<file path="config.mk">
export PLATFORM = sky130hd
export DESIGN_NAME = lvm_meter
export DESIGN_NICKNAME = d
export VERILOG_FILES = /design/src/rtl/lvm_pkg.sv /design/src/rtl/lvm_meter.sv /design/src/rtl/lvm_window_acc.sv
export SDC_FILE = /design/constraint.sdc
export NUM_CORES = 1
export LEC_CHECK = 0
export ABC_AREA = 1
export BUFFER_PORTS_ARGS = -buffer_cell sky130_fd_sc_hd__buf_2
export CAP_MARGIN = 0
export CORE_ASPECT_RATIO = 1.1
export CORE_UTILIZATION = 54
export CTS_BUF_LIST = sky130_fd_sc_hd__clkbuf_4
export DETAILED_ROUTE_END_ITERATION = 6
export PLACE_DENSITY = 0.79
export SYNTH_ARGS = -nofsm -noshare
export SYNTH_HDL_FRONTEND = slang
export SYNTH_HIERARCHICAL = 1
export SYNTH_SLANG_ARGS = --single-unit
</file>
<file path="constraint.sdc">
create_clock -name I_CLK_SYS -period 3.25 [get_ports I_CLK_SYS]
set_input_delay 0.8125 -clock I_CLK_SYS [delete_from_list [all_inputs] [get_ports I_CLK_SYS]]
set_output_delay 0.8125 -clock I_CLK_SYS [all_outputs]
set_load 0.1 [all_outputs]
</file>
<file path="src/rtl/lvm_pkg.sv">
// shared constants for the pcm level meter
package lvm_pkg;

    // command codes; bit 7 of the command byte selects write
    localparam logic [7:0] LVM_CMD_RD_RES_LO = 8'h31;
    localparam logic [7:0] LVM_CMD_RD_RES_HI = 8'h32;
    localparam logic [7:0] LVM_CMD_RD_WIN = 8'h33;
    localparam logic [7:0] LVM_CMD_WR_WIN = 8'hB3;
    localparam logic [7:0] LVM_CMD_RD_CTRL = 8'h34;
    localparam logic [7:0] LVM_CMD_WR_CTRL = 8'hB4;
    localparam int LVM_CMD_WR_BIT = 7;

    // meter_control field positions
    localparam int LVM_CTRL_ON_BIT = 3;
    localparam int LVM_CTRL_LIN_BIT = 2;
    localparam int LVM_CTRL_CH_LSB = 0;
    localparam int LVM_CTRL_W = 4;

    // reset values
    localparam logic [7:0] LVM_RES_LO_RST = 8'h00;
    localparam logic [7:0] LVM_RES_HI_RST = 8'h00;
    localparam logic [7:0] LVM_WIN_RST = 8'h00;
    localparam logic [3:0] LVM_CTRL_RST = 4'h0;

    // channel select codes
    localparam logic [1:0] LVM_CH1 = 2'h0;
    localparam logic [1:0] LVM_CH2 = 2'h1;
    localparam logic [1:0] LVM_CH3 = 2'h2;
    localparam logic [1:0] LVM_CH4 = 2'h3;

    // frame timing: 125 us frames on a 40 ns clock
    localparam int LVM_FRAME_TIME_NS = 125000;
    localparam int LVM_CLK_PERIOD_NS = 40;
    localparam int LVM_FRAME_CYCLES = LVM_FRAME_TIME_NS / LVM_CLK_PERIOD_NS;
    localparam int LVM_FRAME_CNT_W = 12;
    localparam logic [11:0] LVM_FRAME_LAST = 12'(LVM_FRAME_CYCLES - 1);

    // largest positive magnitude of a 16-bit sample
    localparam logic [15:0] LVM_MAG_MAX = 16'h7FFF;

    // window engine states
    typedef enum logic [0:0] {
        LVM_IDLE = 1'b0,
        LVM_RUN = 1'b1
    } lvm_state_t;

endpackage

</file>
<file path="src/rtl/lvm_meter.sv">
`timescale 1ns/1ns
module lvm_meter
    import lvm_pkg::*;
(
    // clock and reset
    input wire logic I_CLK_SYS,
    input wire logic I_RST,
    // command port: command byte with write data in the same cycle
    input wire logic I_CMD_VALID,
    input wire logic [7:0] I_CMD,
    input wire logic [7:0] I_WR_DATA,
    // pcm samples of the four channels, compressed code in the low byte
    input wire logic [15:0] I_PCM_CH1,
    input wire logic [15:0] I_PCM_CH2,
    input wire logic [15:0] I_PCM_CH3,
    input wire logic [15:0] I_PCM_CH4,
    // read answer
    output logic O_RD_VALID,
    output logic [7:0] O_RD_DATA
);

    // register state
    logic [LVM_CTRL_W-1:0] ctrl_q;
    logic [7:0] win_q;
    logic [7:1] res_lo_q;
    logic [7:0] res_hi_q;
    logic ready_q;
    logic ready_d;
    logic [LVM_FRAME_CNT_W-1:0] frame_cnt_q;
    logic tick_q;
    logic acc_done;
    logic [15:0] acc_result;
    logic [7:0] rd_data_d;

    // command decode; bit 7 splits read from write
    wire logic cmd_wr_w = I_CMD[LVM_CMD_WR_BIT];
    wire logic rd_lo_w = I_CMD_VALID && (I_CMD == LVM_CMD_RD_RES_LO);
    wire logic rd_hi_w = I_CMD_VALID && (I_CMD == LVM_CMD_RD_RES_HI);
    wire logic rd_win_w = I_CMD_VALID && (I_CMD == LVM_CMD_RD_WIN);
    wire logic wr_win_w = I_CMD_VALID && cmd_wr_w && (I_CMD == LVM_CMD_WR_WIN);
    wire logic rd_ctrl_w = I_CMD_VALID && (I_CMD == LVM_CMD_RD_CTRL);
    wire logic wr_ctrl_w = I_CMD_VALID && cmd_wr_w && (I_CMD == LVM_CMD_WR_CTRL);
    wire logic rd_any_w = rd_lo_w || rd_hi_w || rd_win_w || rd_ctrl_w;

    // control fields
    wire logic meter_on = ctrl_q[LVM_CTRL_ON_BIT];
    wire logic linear_sel = ctrl_q[LVM_CTRL_LIN_BIT];
    wire logic [1:0] chan_sel = ctrl_q[LVM_CTRL_CH_LSB +: 2];

    // channel mux
    wire logic [15:0] sel_sample = (chan_sel == LVM_CH1) ? I_PCM_CH1 :
                                   (chan_sel == LVM_CH2) ? I_PCM_CH2 :
                                   (chan_sel == LVM_CH3) ? I_PCM_CH3 : I_PCM_CH4;

    // read data select; reserved control bits read zero
    assign rd_data_d = rd_lo_w ? {res_lo_q, ready_q} :
                       rd_hi_w ? res_hi_q :
                       rd_win_w ? win_q :
                       rd_ctrl_w ? {4'h0, ctrl_q} : 8'h00;

    // ready: a new result in the same cycle as the high-byte read wins
    assign ready_d = acc_done || (ready_q && !rd_hi_w);

    // 8 khz frame tick from the system clock
    always_ff @(posedge I_CLK_SYS) begin
        if (I_RST) begin
            frame_cnt_q <= '0;
            tick_q <= 1'b0;
        end else begin
            tick_q <= (frame_cnt_q == LVM_FRAME_LAST);
            if (frame_cnt_q == LVM_FRAME_LAST) begin
                frame_cnt_q <= '0;
            end else begin
                frame_cnt_q <= LVM_FRAME_CNT_W'(frame_cnt_q + 1'b1);
            end
        end
    end

    // writable registers; result bytes have no write path
    always_ff @(posedge I_CLK_SYS) begin
        if (I_RST) begin
            ctrl_q <= LVM_CTRL_RST;
            win_q <= LVM_WIN_RST;
        end else begin
            if (wr_ctrl_w) begin
                ctrl_q <= I_WR_DATA[LVM_CTRL_W-1:0];
            end
            if (wr_win_w) begin
                win_q <= I_WR_DATA;
            end
        end
    end

    // result bytes load together from one finished window
    always_ff @(posedge I_CLK_SYS) begin
        if (I_RST) begin
            res_lo_q <= LVM_RES_LO_RST[7:1];
            res_hi_q <= LVM_RES_HI_RST;
            ready_q <= 1'b0;
        end else begin
            ready_q <= ready_d;
            if (acc_done) begin
                res_hi_q <= acc_result[15:8];
                res_lo_q <= acc_result[7:1];
            end
        end
    end

    // read answer one cycle after the command; unknown codes get no answer
    always_ff @(posedge I_CLK_SYS) begin
        if (I_RST) begin
            O_RD_VALID <= 1'b0;
            O_RD_DATA <= 8'h00;
        end else begin
            O_RD_VALID <= rd_any_w;
            if (rd_any_w) begin
                O_RD_DATA <= rd_data_d;
            end
        end
    end

    // window engine; bit 0 of the linear result is sacrificed to the ready flag
    lvm_window_acc u_acc (
        .i_clk(I_CLK_SYS),
        .i_rst(I_RST),
        .i_enable(meter_on),
        .i_linear(linear_sel),
        .i_win_count(win_q),
        .i_tick(tick_q),
        .i_sample(sel_sample),
        .o_done(acc_done),
        .o_result(acc_result)
    );

    // spacing monitor for the frame tick, kept apart from the tick counter
    logic [LVM_FRAME_CNT_W-1:0] gap_mon_q;
    logic tick_seen_q;
    always_ff @(posedge I_CLK_SYS) begin
        if (I_RST) begin
            gap_mon_q <= '0;
            tick_seen_q <= 1'b0;
        end else if (tick_q) begin
            gap_mon_q <= '0;
            tick_seen_q <= 1'b1;
        end else begin
            gap_mon_q <= LVM_FRAME_CNT_W'(gap_mon_q + 1'b1);
        end
    end
endmodule

</file>
<file path="src/rtl/lvm_window_acc.sv">
`timescale 1ns/1ns
// window engine: peak magnitude over n frames, or direct copy
module lvm_window_acc
    import lvm_pkg::*;
(
    // clock and reset
    input wire logic i_clk,
    input wire logic i_rst,
    // control
    input wire logic i_enable,
    input wire logic i_linear,
    input wire logic [7:0] i_win_count,
    // frame tick and sample of the selected channel
    input wire logic i_tick,
    input wire logic [15:0] i_sample,
    // finished result
    output logic o_done,
    output logic [15:0] o_result
);

    // magnitude with saturation, so -32768 does not wrap to itself
    function automatic logic [15:0] lvm_mag(input logic [15:0] s);
        logic [15:0] neg;
        neg = 16'(~s + 16'h0001);
        if (!s[15]) begin
            lvm_mag = s;
        end else if (neg[15]) begin
            lvm_mag = LVM_MAG_MAX;
        end else begin
            lvm_mag = neg;
        end
    endfunction

    lvm_state_t state_q;
    lvm_state_t state_d;
    logic [7:0] cnt_q;
    logic [15:0] peak_q;

    // decode of the current frame's work
    wire logic direct_w = (i_win_count == 8'h00) || !i_linear;
    wire logic [15:0] mag_w = lvm_mag(i_sample);
    wire logic [15:0] max_w = (mag_w > peak_q) ? mag_w : peak_q;
    // a count lowered mid-window ends it now rather than after a full wrap
    wire logic last_w = (cnt_q >= 8'(i_win_count - 8'h01));
    wire logic act_w = (state_q == LVM_RUN) && i_tick;
    wire logic [15:0] direct_val_w = i_linear ? i_sample : {i_sample[7:0], 8'h00};

    // state: meter off parks the engine and drops a partial window
    always_comb begin
        state_d = state_q;
        unique case (state_q)
            LVM_IDLE: begin
                if (i_enable) begin
                    state_d = LVM_RUN;
                end
            end
            LVM_RUN: begin
                if (!i_enable) begin
                    state_d = LVM_IDLE;
                end
            end
        endcase
    end

    // window counter and peak hold; a new window starts right after one ends
    always_ff @(posedge i_clk) begin
        if (i_rst) begin
            state_q <= LVM_IDLE;
            cnt_q <= 8'h00;
            peak_q <= 16'h0000;
            o_done <= 1'b0;
            o_result <= 16'h0000;
        end else begin
            state_q <= state_d;
            o_done <= act_w && i_enable && (direct_w || last_w);
            if (state_q != LVM_RUN || !i_enable) begin
                cnt_q <= 8'h00;
                peak_q <= 16'h0000;
            end else if (act_w && direct_w) begin
                o_result <= direct_val_w;
                cnt_q <= 8'h00;
            end else if (act_w && last_w) begin
                o_result <= max_w;
                cnt_q <= 8'h00;
                peak_q <= 16'h0000;
            end else if (act_w) begin
                cnt_q <= 8'(cnt_q + 8'h01);
                peak_q <= max_w;
            end
        end
    end
endmodule

</file>
=== Yosys cells after proc, flatten, opt, wreduce, memory -nomap -nowiden ===
Cells that the tools add are included.

* Register bits: 92
* Input bits: 83
* Output and inout port bits: 9
* Word-level logic and storage cells: 81

* $add $sub $neg: 4
* Order comparisons: 2
* Equality and inequality tests: 9
* Mux-type cells: 16
* Bitwise operators: 4
* Reduce and logical (&&, ||, !) cells: 32

{| class="wikitable"
|+ Operator list
! kind !! number
|-
| 16-bit 2-to-1 mux || 9
|-
| 8-bit by 6-bit equality test with 1-bit output, second input constant || 4
|-
| 15-bit 2-to-1 mux || 2
|-
| 8-bit 2-to-1 mux || 3
|-
| 16-bit by 1-bit adder with 16-bit output, second input constant || 1
|-
| 8-bit equality test, second input constant || 2
|-
| 15-bit by 16-bit > comparator with 1-bit output || 1
|-
| 16-bit inverter || 1
|-
| 1-bit logical AND || 13
|-
| 12-bit by 1-bit adder with 12-bit output, second input constant || 1
|-
| 12-bit equality test, second input constant || 1
|-
| 8-bit by 1-bit adder with 8-bit output, second input constant || 1
|-
| 8-bit greater-or-equal comparator || 1
|-
| 8-bit zero test || 1
|-
| 8-bit by 1-bit subtractor with 8-bit output, second input constant || 1
|-
| 1-bit logical OR || 7
|-
| 4-bit 2-to-1 mux || 1
|-
| 2-bit AND reduction || 2
|-
| 2-bit nonzero test || 2
|-
| 2-bit OR reduction || 2
|-
| 4-bit OR reduction || 1
|-
| 1-bit zero test || 3
|-
| 1-bit inverter || 3
|-
| 2-bit by 1-bit equality test with 1-bit output, second input constant || 1
|-
| 3 further kinds || 3
|}

=== Depth between registers and ports, before layout ===
Gate-level depths: netlist of run 1.

* Depth after elaboration: 12
* Depth in mapped cells: 28
* Gate-level depth less buffers: 25

=== Modules after synthesis ===
The synthesis of run 1 kept the hierarchy.

{| class="wikitable"
|+ By module, submodules not included
! module !! times used !! cells an instance !! area each (µm²) !! seq. area each (µm²)
|-
| lvm_window_acc || 1 || 571 || 3440.8 || 840.8
|-
| lvm_meter || 1 || 426 || 2787.7 || 1001.0
|}

=== Least setup slack after synthesis of run 1 ===
Ideal clock, no wire load.

* Path type: input -> register
* Start: in I_PCM_CH2[15]
* End: reg u_acc.peak_q[13]
* Setup time: 0.132 ns
* Data arrival time: 3.227 ns
* Data required time: 3.118 ns
* Slack: -0.109 ns
* Stages: 19
* Path buffers: 2
* Cell sequence: a21oi_1 o31ai_1 inv_2 clkbuf_1 o21ai_0 nand2_1 nor2_1 inv_1 ha_1 nand2_1 nor2_1 nand4_1 nor2_1 inv_1 nand2_2 buf_2 nand2_1 nand3_1 a21oi_1

* Longest elaborated chain between the ends: 10

{| class="wikitable"
|+ Ends and longest elaborated chain
! element !! RTL line !! RTL
|-
| start, declared || lvm_meter.sv:14 || <nowiki>input wire logic [15:0] I_PCM_CH2,</nowiki>
|-
| 16-bit 2-to-1 mux (*) || lvm_meter.sv:52 || <nowiki>(chan_sel == LVM_CH2) ? I_PCM_CH2 :</nowiki>
|-
| 16-bit 2-to-1 mux (*) || lvm_meter.sv:51 || <nowiki>wire logic [15:0] sel_sample = (chan_sel == LVM_CH1) ? I_PCM_CH1 :</nowiki>
|-
| named net sel_sample[15] || lvm_meter.sv:51 ||
|-
| 16-bit inverter || lvm_window_acc.sv:24 || <nowiki>neg = 16'(~s + 16'h0001);</nowiki>
|-
| 16-bit by 1-bit adder with 16-bit output || lvm_window_acc.sv:24 ||
|-
| 15-bit 2-to-1 mux || lvm_window_acc.sv:27 || <nowiki>end else if (neg[15]) begin</nowiki>
|-
| 15-bit 2-to-1 mux (*) || lvm_window_acc.sv:25 || <nowiki>if (!s[15]) begin</nowiki>
|-
| 15-bit by 16-bit > comparator with 1-bit output || lvm_window_acc.sv:42 || <nowiki>wire logic [15:0] max_w = (mag_w > peak_q) ? mag_w : peak_q;</nowiki>
|-
| 16-bit 2-to-1 mux (*) || lvm_window_acc.sv:42 ||
|-
| 16-bit 2-to-1 mux (*) || lvm_window_acc.sv:86 || <nowiki>end else if (act_w) begin</nowiki>
|-
| 16-bit 2-to-1 mux (*) || lvm_window_acc.sv:82 || <nowiki>end else if (act_w && last_w) begin</nowiki>
|-
| end signal, assigned || lvm_window_acc.sv:88 || <nowiki>peak_q <= max_w;</nowiki>
|-
| end, declared || lvm_window_acc.sv:37 || <nowiki>logic [15:0] peak_q;</nowiki>
|}

Mark *: on every way through the listed nets, which the timed path passes. The rest lies on a longest branch. The select of a mux whose other input is x is not followed.
A chain may end at the register's enable or synchronous reset.

=== Final worst setup path of run 1 ===
* Start: reg ctrl_q[0]
* End: reg u_acc.peak_q[13]

* Longest elaborated chain between the ends: 12
* Elaborated cells on any way between the ends: 14
* Classes of those cells: 1 x add/sub; 1 x order compare; 2 x eq/ne; 8 x mux; 1 x bitwise; 1 x reduce/logical

{| class="wikitable"
|+ Ends and longest elaborated chain
! element !! RTL line !! RTL
|-
| start, declared || lvm_meter.sv:23 || <nowiki>logic [LVM_CTRL_W-1:0] ctrl_q;</nowiki>
|-
| start signal, assigned || lvm_meter.sv:86 || <nowiki>ctrl_q <= I_WR_DATA[LVM_CTRL_W-1:0];</nowiki>
|-
| 2-bit equality test || lvm_meter.sv:53 || <nowiki>(chan_sel == LVM_CH3) ? I_PCM_CH3 : I_PCM_CH4;</nowiki>
|-
| 16-bit 2-to-1 mux || lvm_meter.sv:53 ||
|-
| 16-bit 2-to-1 mux || lvm_meter.sv:52 ||
|-
| 16-bit 2-to-1 mux (*) || lvm_meter.sv:51 ||
|-
| named net sel_sample[8] || lvm_meter.sv:51 ||
|-
| 16-bit inverter || lvm_window_acc.sv:24 ||
|-
| 16-bit by 1-bit adder with 16-bit output || lvm_window_acc.sv:24 ||
|-
| 15-bit 2-to-1 mux || lvm_window_acc.sv:27 ||
|-
| 15-bit 2-to-1 mux (*) || lvm_window_acc.sv:25 ||
|-
| 15-bit by 16-bit > comparator with 1-bit output || lvm_window_acc.sv:42 ||
|-
| 16-bit 2-to-1 mux (*) || lvm_window_acc.sv:42 ||
|-
| 16-bit 2-to-1 mux (*) || lvm_window_acc.sv:86 ||
|-
| 16-bit 2-to-1 mux (*) || lvm_window_acc.sv:82 ||
|}

Marked as above.

==> impl_metrics.tcl, run 1 <==
set metrics [dict create \
    status "complete, but fails checks" \
    violations "setup timing" \
    reg2reg_depth 25 \
    cts_sinks 91 \
    finalWorstSetupSlack_ns -0.251 \
    netlist_area_um2 6180 \
    grt_pass1_wl_mm 28.2 \
    cts_hold_buf 0 \
    r2r_end "u_acc/peak_q[13]$_SDFFE_PP0P_" \
    worstMarginPinSlew_ns 0.717 \
    final_cell_mix "nand2_1, nor2_1, inv_1" \
    cts.htree.levels 3 \
    syn_inst 989 \
    syn-num-nets 1101 \
    maxSlewHeadroom 0.521 \
    r2r_start "ctrl_q[0]$_SDFFE_PP0P_" \
    rsz0062_at_grt "yes" \
    gr-total-overflow 0 \
    post-route-period-util 1.08 \
    nNetsFinal 1257 \
    mostFrequentLayoutCell "nand2_1" \
    cts_made_buffers 9 \
    period_minus_slack_ns 3.50 \
    drive_gt1_frac 0.323 \
    dr.pass1.iters 5 \
    ctsLongestPathBuffers 2 \
    end_kind "register" \
    wirelength_mm 19.3 \
    start_util 0.561 \
    dieHeight_um 114 \
    pin_count 92 \
    grt.total_usage 0.294 \
    cap_viol_max_count 0 \
    setup_viol 29 \
    cp-start-kind "register" \
    hpwl_mm 12.5 \
    finalWeightedCongestion 0.896 \
    slew_violations 0 \
    cts_tree "built" \
    fin_total_pwr_mw 2.23 \
    ant_nets 0 \
    hp-class "reg2reg" \
    p_leak_nw 3.94 \
    ys.warnings.count 6 \
    min_to "O_RD_DATA[6]$_SDFFE_PP0P_" \
    num_rows 40 \
    antenna_found_initial 0 \
    clock_skew_ns 0.0237 \
    clkSlewWorstSetupHoldPaths_ns 0.15 \
    vias_per_cell 5.55 \
    cts-root-buf "clkbuf_4" \
    first_global_vias 6380 \
    num_antenna_cells 0 \
    hold_viol_final 0 \
    critPathKind "reg2reg" \
    timing.setup.tns_ns -5.88 \
    final_core_util 0.740 \
    worst-r2r-setup-slack_ns -0.25 \
    die_area_um2 11900 \
    syn-mean-instance-area_um2 6.25 \
    drc 0 \
    worstPathArrival_ns 3.83 \
    clkLatencyLatePin_ns 0.47 \
    wire_per_inst_um 14.9 \
    io_buffers 91 \
    grt_max_degree 31 \
    min_from "O_RD_DATA[6]$_SDFFE_PP0P_" \
    max_freq_mhz 286 \
    powerDensity_nw_per_um2 273 \
    fp.dieW_um 104 \
    core_um2 11000 \
    area_delta_synth_final_pct 31.8 \
    whs_path_depth 2 \
    vdd_drop_max_v 0.000205 \
    drt_iter0_drc 599 \
    path_max_fanout 7 \
    cp_data_required_time_ns 3.58 \
    dr_total_vias 7202 \
]
[final cells by class]
class	count	area, um2
multi-input cells	741	4330
fillers	824	2860
flip-flops and latches	91	1830
repair buffers	179	1220
inverters	123	470
well taps	147	184
clock buffers	10	75.1
clock inverters	6	47.5
[repair_timing]
item                       4_1_cts  5_1_grt
hold endpoints to repair         0        0
gates cloned                     1        0
pin swaps                       22       47
setup endpoints to repair       29       29
buffers inserted                 9        8
gates resized for setup         50      139
[power breakdown]
part	leakage, nW	internal [mW]	switching, mW
clock	0.0674	0.173	0.416
sequential	0.735	1.12	0.00375
combinational	3.14	0.231	0.284
[sequential cells by signal (all words and copies together), names as in the netlist]
signal and count:
win_q 8, frame_cnt_q 12, res_hi_q 8, ready_q 1, O_RD_DATA 8, u_acc/o_result 15
tick_q 1, u_acc/state_q 1, u_acc/cnt_q 8, res_lo_q 7, u_acc/o_done 1, ctrl_q 4
u_acc/peak_q 16, O_RD_VALID 1
[metal layers]
layer  up-vias  routed length (um)  GRT usage
li1       3470                   -          -
met1      3305                7850      0.356
met2       328                9130      0.500
met3        99                1230     0.0489
met4         0                1060      0.163
met5         -                   0          0
[worst max-delay path, stage by stage, from the launching register on]
cell and delay (ns):
dfxtp_4 0.41, inv_4 0.05, nand2_4 0.10, buf_8 0.12, buf_4 0.13, nor2_1 0.05, o31ai_2 0.33, nor2_1 0.14
nand2_1 0.15, nor2_2 0.07, nand3_2 0.12, clkinv_4 0.15, nor2_4 0.17, inv_2 0.06, ha_4 0.22, a21oi_2 0.15
nor2_1 0.06, nor2_1 0.14, nand2_2 0.09, nand2_4 0.09, nand2_4 0.07, nand2_4 0.10, buf_6 0.13, nand2_2 0.07
nand3_1 0.09, a21oi_1 0.08
[through the flow]
step	hold slack, ns	instances	instance area [um2]	setup slack (ns)
2_1_floorplan	0.430	989	6190	0.00446
5_1_grt	0.475	1297	8150	-0.389
4_1_cts	0.461	1289	7550	0.00266
3_5_place_dp	0.438	1263	7160	-0.463
6_report	0.457	1297	8150	-0.251
3_3_place_gp	0.432	1263	7160	-0.429
[worst max-delay path by stage]
stage	from	end	slack [ns]
floorplan	I_PCM_CH4[0]	u_acc/peak_q[13]$_SDFFE_PP0P_	0.004
global placement	I_PCM_CH2[1]	u_acc/peak_q[9]$_SDFFE_PP0P_	-0.43
detailed placement	I_PCM_CH2[1]	u_acc/peak_q[9]$_SDFFE_PP0P_	-0.46
CTS	ctrl_q[0]$_SDFFE_PP0P_	u_acc/o_result[12]$_SDFFE_PP0P_	0.003
global route	ctrl_q[0]$_SDFFE_PP0P_	u_acc/peak_q[13]$_SDFFE_PP0P_	-0.39
finish	ctrl_q[0]$_SDFFE_PP0P_	u_acc/peak_q[13]$_SDFFE_PP0P_	-0.25
No activity file was read; power rests on OpenSTA's default activity.
==> inputs of run 2 (changes only) <==
==> constraint.sdc (replaced) <==
create_clock -name I_CLK_SYS -period 3.1 [get_ports I_CLK_SYS]
set_input_delay 0.775 -clock I_CLK_SYS [delete_from_list [all_inputs] [get_ports I_CLK_SYS]]
set_output_delay 0.775 -clock I_CLK_SYS [all_outputs]
set_load 0.1 [all_outputs]
==> run 2 against run 1 <==
Effect of this change:
- the flow still finishes with violations (setup timing)
- clock skew is 0.0061 ns lower
- utilization is 0.33 points higher
- via count is 0.57% higher
- sequential share of layout area is 0.10 points lower
- clock power is 10% higher
- count of clock-buffer cells in the layout is 1 lower
- die area stayed put
- wire length is 3.6% higher
- first-iteration DRC count is 35% higher
- combinational power is 4.3% higher
- critical endpoint is now u_acc/peak_q[6]$_SDFFE_PP0P_
- highest routed layer unchanged
==> impl_metrics.tcl, run 2 (synthesis gave the netlist of run 1 again) <==
set metrics [dict create \
    cts.htree.levels 3 \
    hold_viol_final 0 \
    dr.pass1.iters 6 \
    drt_iter0_drc 811 \
    ant_nets 0 \
    finalWorstSetupSlack_ns -0.583 \
    powerDensity_nw_per_um2 288 \
    cts_sinks 91 \
    hp-class "reg2reg" \
    worst-r2r-setup-slack_ns -0.58 \
    clkLatencyLatePin_ns 0.45 \
    cap_viol_max_count 0 \
    largest-register "u_acc/peak_q" \
    maxSlewHeadroom 0.503 \
    start_util 0.561 \
    wire_per_inst_um 15.4 \
    drc 0 \
    min_to "O_RD_DATA[5]$_SDFFE_PP0P_" \
    dr_total_vias 7243 \
    drive_gt1_frac 0.314 \
    vias_per_cell 5.58 \
    slew_violations 0 \
    max_freq_mhz 272 \
    clkSlewWorstSetupHoldPaths_ns 0.17 \
    cts_tree "built" \
    critPathMaxStageDelay_ns 0.44 \
    r2r_end "u_acc/peak_q[6]$_SDFFE_PP0P_" \
    clock_skew_ns 0.0177 \
    num_rows 40 \
    crit_path_top_delay_cell "dfxtp_4" \
    grt_pass1_wl_mm 28.5 \
    rsz0062_at_grt "yes" \
    grt_max_degree 26 \
    vdd_drop_max_v 0.000175 \
    worstMarginPinSlew_ns 0.744 \
    path_common_cell "nand2_4" \
    layout.cells.non_filler 1298 \
    violations "setup timing" \
    r2r_start "ctrl_q[0]$_SDFFE_PP0P_" \
    setup_viol 29 \
    hold_ws_ns 0.456 \
    cts-root-buf "clkbuf_4" \
    p_leak_nw 3.92 \
    first_global_vias 6337 \
    dp_cells 1257 \
    whs_path_depth 2 \
    io_buffers 91 \
    critPathKind "reg2reg" \
    finalWeightedCongestion 0.925 \
    timing.setup.tns_ns -13.79 \
    post-route-period-util 1.19 \
    cp_data_required_time_ns 3.47 \
    grt.total_usage 0.295 \
    placed_cell_area_um2 7160 \
    hpwl_mm 12.4 \
    status "complete, but fails checks" \
    ctsLongestPathBuffers 2 \
    die_area_um2 11900 \
    end_kind "register" \
    multi_input_area_um2 4340 \
    dieHeight_um 114 \
    fillers 851 \
    largest_reg_flops 16 \
    wirelength_mm 20.0 \
    fin_area_um2 8180 \
    reg.largest.list "u_acc/peak_q (16), u_acc/o_result (15), frame_cnt_q (12)" \
    cp-start-kind "register" \
    nNetsFinal 1257 \
    core_um2 11000 \
    period_minus_slack_ns 3.68 \
    reg2reg_depth 28 \
    final_cell_mix "nand2_1, nor2_1, inv_1" \
    min_from "O_RD_DATA[5]$_SDFFE_PP0P_" \
    antenna_found_initial 1 \
    cts_made_buffers 9 \
    gr-total-overflow 0 \
    fp.dieW_um 104 \
    area_delta_synth_final_pct 32.4 \
    pin_count 92 \
    cts_hold_buf 0 \
    regArea_um2 1830 \
    path_max_fanout 6 \
    worstPathArrival_ns 4.05 \
    mostFrequentLayoutCell "nand2_1" \
]
[run 2: cell types whose count changed in the layout (fill, tap and decap cells not counted), sizes merged]
cell	previous run	this run
clkinv	5	3
inv	123	125
bufbuf	1	0
clkinvlp	1	2
diode	0	1
[run 2: worst max path at each step]
stage                            from                      endpoint  slack [ns]  depth (start not counted)
3_5_place_dp             I_PCM_CH4[1]  u_acc/peak_q[5]$_SDFFE_PP0P_       -0.51                         22
2_1_floorplan            I_PCM_CH4[0]  u_acc/peak_q[7]$_SDFFE_PP0P_       0.001                         24
5_1_grt        ctrl_q[0]$_SDFFE_PP0P_  u_acc/peak_q[6]$_SDFFE_PP0P_       -0.68                         28
4_1_cts        ctrl_q[0]$_SDFFE_PP0P_  u_acc/peak_q[5]$_SDFFE_PP0P_       -0.06                         25
3_3_place_gp             I_PCM_CH2[6]  u_acc/peak_q[9]$_SDFFE_PP0P_       -0.45                         21
6_report       ctrl_q[0]$_SDFFE_PP0P_  u_acc/peak_q[6]$_SDFFE_PP0P_       -0.58                         28
[run 2: timing repair]
| action | in CTS | in global routing |
|---|---|---|
| cloned | 0 | 2 |
| resized for setup | 95 | 83 |
| buffers inserted | 13 | 9 |
| pin swaps | 36 | 42 |
| setup endpoints to repair | 29 | 29 |
[run 2: final cells by class]
class	count	area share
diodes	1	0.000306
clock buffers	9	0.00826
clock inverters	7	0.00688
inverters	123	0.0587
multi-input cells	741	0.530
flip-flops and latches	91	0.224
well taps	147	0.0225
repair buffers	179	0.149
[run 2: where the power goes]
part / internal, mW / total [mW] / leakage [nW] / switching, mW
combinational: 0.240 / 0.537 / 3.12 / 0.297
clock: 0.177 / 0.648 / 0.0629 / 0.471
sequential: 1.17 / 1.18 / 0.735 / 0.00347
total: 1.59 / 2.36 / 3.92 / 0.771
[run 2: layer usage]
| metal | GRT usage | routed length, um | up-vias |
|---|---|---|---|
| met4 | 0.148 | 935 | 0 |
| li1 | - | - | 3476 |
| met1 | 0.359 | 8170 | 3279 |
| met5 | 0 | 0 | - |
| met3 | 0.0512 | 1550 | 89 |
| met2 | 0.505 | 9300 | 399 |
[run 2: through the flow]
step	util	power [mW]	setup slack, ns
after floorplan	-	1.42	0.000996
after global placement	0.650	1.58	-0.453
after detailed placement	0.650	1.58	-0.510
after CTS	0.701	2.27	-0.0570
after global routing	0.743	2.45	-0.677
final	0.743	2.36	-0.583
[run 2: worst max-delay path, delay by kind of cell (launching register included)]
family                     cells  cell delay (ns)
and+or+nand+nor               18             1.81
DFF                            1             0.44
buffers and inverters          7             0.79
AOI/OAI and AO/OA              2             0.28
adders and majority gates      1             0.27
==> inputs of run 3 (changes only) <==
--- a/config.mk
+++ b/config.mk
@@ -5,7 +5,6 @@
 export SDC_FILE = /design/constraint.sdc
 export NUM_CORES = 1
 export LEC_CHECK = 0
-export ABC_AREA = 1
 export BUFFER_PORTS_ARGS = -buffer_cell sky130_fd_sc_hd__buf_2
 export CAP_MARGIN = 0
 export CORE_ASPECT_RATIO = 1.1
==> run 3 against run 2 <==
Effect of this change:
- the run still ends with setup timing left
- highest routed layer unchanged
- largest cell class unchanged
- hold slack improved by 0.011 ns
- final area fell by 5.4%
- via count fell by 12%
==> impl_metrics.tcl, run 3 <==
set metrics [dict create \
    status "complete, but fails checks" \
    violations "setup timing" \
    cts_tree "built" \
    cp_data_required_time_ns 3.45 \
    finalWorstSetupSlack_ns -1.08 \
    cts_made_buffers 9 \
    pin_count 92 \
    crit_end "u_acc/o_result[9]$_SDFFE_PP0P_" \
    first_global_vias 6058 \
    gr-usage-met2 0.563 \
    worst-r2r-setup-slack_ns -1.08 \
    syn_inst 719 \
    dieHeight_um 113 \
    die_area_um2 11700 \
    cts_hold_buf 0 \
    clkSlewWorstSetupHoldPaths_ns 0.15 \
    finalWeightedCongestion 0.949 \
    hpwl_mm 13.6 \
    netlist_area_um2 6060 \
    final_cell_mix "buf_2, dfxtp_1, buf_4" \
    vias_per_cell 6.29 \
    io_buffers 91 \
    crit_path_start "ctrl_q[0]$_SDFFE_PP0P_" \
    clkLatencyLatePin_ns 0.44 \
    p_leak_nw 3.04 \
    grt_most_used_layer "met2" \
    hold_ws_ns 0.467 \
    largest-register "u_acc/peak_q" \
    path_max_fanout 8 \
    end_kind "register" \
    area_delta_synth_final_pct 27.7 \
    cts.htree.levels 3 \
    slew_violations 0 \
    reg2reg_depth 14 \
    worstMarginPinSlew_ns 0.864 \
    fillers 826 \
    setup_viol 30 \
    critPathKind "reg2reg" \
    ant_nets 0 \
    maxSlewHeadroom 0.423 \
    path_common_cell "buf_4" \
    cts_sinks 91 \
    gr-total-overflow 0 \
    antenna_found_initial 0 \
    r2r_start "ctrl_q[0]$_SDFFE_PP0P_" \
    largest_reg_flops 16 \
    cts-root-buf "clkbuf_4" \
    grt.total_usage 0.330 \
    r2r_end "u_acc/o_result[9]$_SDFFE_PP0P_" \
    ctsLongestPathBuffers 2 \
    cp-start-kind "register" \
    max_freq_mhz 239 \
    num_rows 40 \
    start_util 0.556 \
    critPathMaxStageDelay_ns 0.55 \
    use_met1 0.401 \
    clock_skew_ns 0.0190 \
    grt_max_degree 51 \
    drive_gt1_frac 0.317 \
    grt_use_met3 0.0476 \
    cap_viol_max_count 0 \
    reg.largest.list "u_acc/peak_q (16), u_acc/o_result (15), frame_cnt_q (12)" \
    worstPathArrival_ns 4.52 \
    wire_per_inst_um 19.0 \
    mostFrequentLayoutCell "buf_2" \
    hold_viol_final 0 \
    period_minus_slack_ns 4.18 \
    placed_cell_area_um2 7190 \
    fp.dieW_um 103 \
    powerDensity_nw_per_um2 301 \
    dr.pass1.iters 5 \
    num_antenna_cells 0 \
    grt_pass1_wl_mm 30.0 \
    post-route-period-util 1.35 \
    syn-num-nets 831 \
    fin_total_pwr_mw 2.33 \
    drt_iter0_drc 491 \
    dr_total_vias 6342 \
    core_um2 10900 \
    path_cells "buf_12 > mux4_2 > buf_4 > or3_1 > o41ai_4 > mux2i_1 > buf_4 > ha_1 > nand2_1 > buf_4 > nor4_4 > a211oi_4 > or4_1 > o311a_1" \
    fin_area_um2 7740 \
    vdd_drop_max_v 0.000239 \
    crit_path_top_delay_cell "or4_1" \
    wirelength_mm 19.1 \
    ys.warnings.count 6 \
    drc 0 \
    hp-class "reg2reg" \
    nNetsFinal 969 \
    rsz0062_at_grt "yes" \
    syn-mean-instance-area_um2 8.43 \
]
==> run 3: final cells by class <==
type                    count  area, um2  share of cell area
repair buffers            181       1250               0.161
well taps                 147        184              0.0238
flip-flops and latches     91       1830               0.236
multi-input cells         531       4180               0.540
clock buffers              11       82.6              0.0107
clock inverters             5       61.3             0.00792
inverters                  43        161              0.0209
==> run 3: critical path: cells and delay by family, from the launching register on <==
kind	cells	cell delay, ns
buffers and inverters	4	0.62
DFF	1	0.41
muxes	2	0.66
adders and majority gates	1	0.29
and+or+nand+nor	4	1.46
AOI/OAI and AO/OA	3	0.62
==> run 3: layer usage <==
metal  routed length, um  vias to the layer above
li1                    -                     2967
met2                9360                      334
met4                 932                        0
met5                   0                        -
met3                1430                       68
met1                7410                     2973
==> run 3: through the flow <==
step / setup WS, ns / setup TNS [ns] / cells / util
after floorplan: -0.982 / -27.68 / 719 / -
after global placement: -1.21 / -33.59 / 981 / 0.659
after detailed placement: -1.28 / -34.98 / 981 / 0.659
after CTS: -0.938 / -24.66 / 1002 / 0.696
after global routing: -1.19 / -33.92 / 1009 / 0.709
final: -1.08 / -29.81 / 1009 / 0.709
==> run 3: what timing repair did <==
item	CTS	global route
gates resized for setup	44	16
pin swaps	14	4
gates cloned	1	0
endpoints found under the setup margin	30	30
buffers inserted	4	7
==> run 3: where the power goes <==
group          internal (mW)  leakage [nW]  switching, mW  total [mW]
Clock                  0.270        0.0814          0.419       0.689
Combinational          0.207          2.22          0.255       0.462
Sequential              1.17         0.734        0.00408        1.18
==> run 3: how the worst min path moves through the flow <==
| stage | from | endpoint | slack [ns] | cells after the start |
|---|---|---|---|---|
| 6_report | O_RD_DATA[1]$_SDFFE_PP0P_ | O_RD_DATA[1]$_SDFFE_PP0P_ | 0.47 | 2 |
| 5_1_grt | ready_q$_SDFF_PP0_ | ready_q$_SDFF_PP0_ | 0.48 | 2 |
| 4_1_cts | O_RD_DATA[1]$_SDFFE_PP0P_ | O_RD_DATA[1]$_SDFFE_PP0P_ | 0.47 | 2 |
| 3_5_place_dp | O_RD_DATA[1]$_SDFFE_PP0P_ | O_RD_DATA[1]$_SDFFE_PP0P_ | 0.45 | 2 |
| 3_3_place_gp | O_RD_DATA[0]$_SDFFE_PP0P_ | O_RD_DATA[0]$_SDFFE_PP0P_ | 0.45 | 2 |
| 2_1_floorplan | frame_cnt_q[0]$_SDFF_PP0_ | frame_cnt_q[0]$_SDFF_PP0_ | 0.44 | 1 |
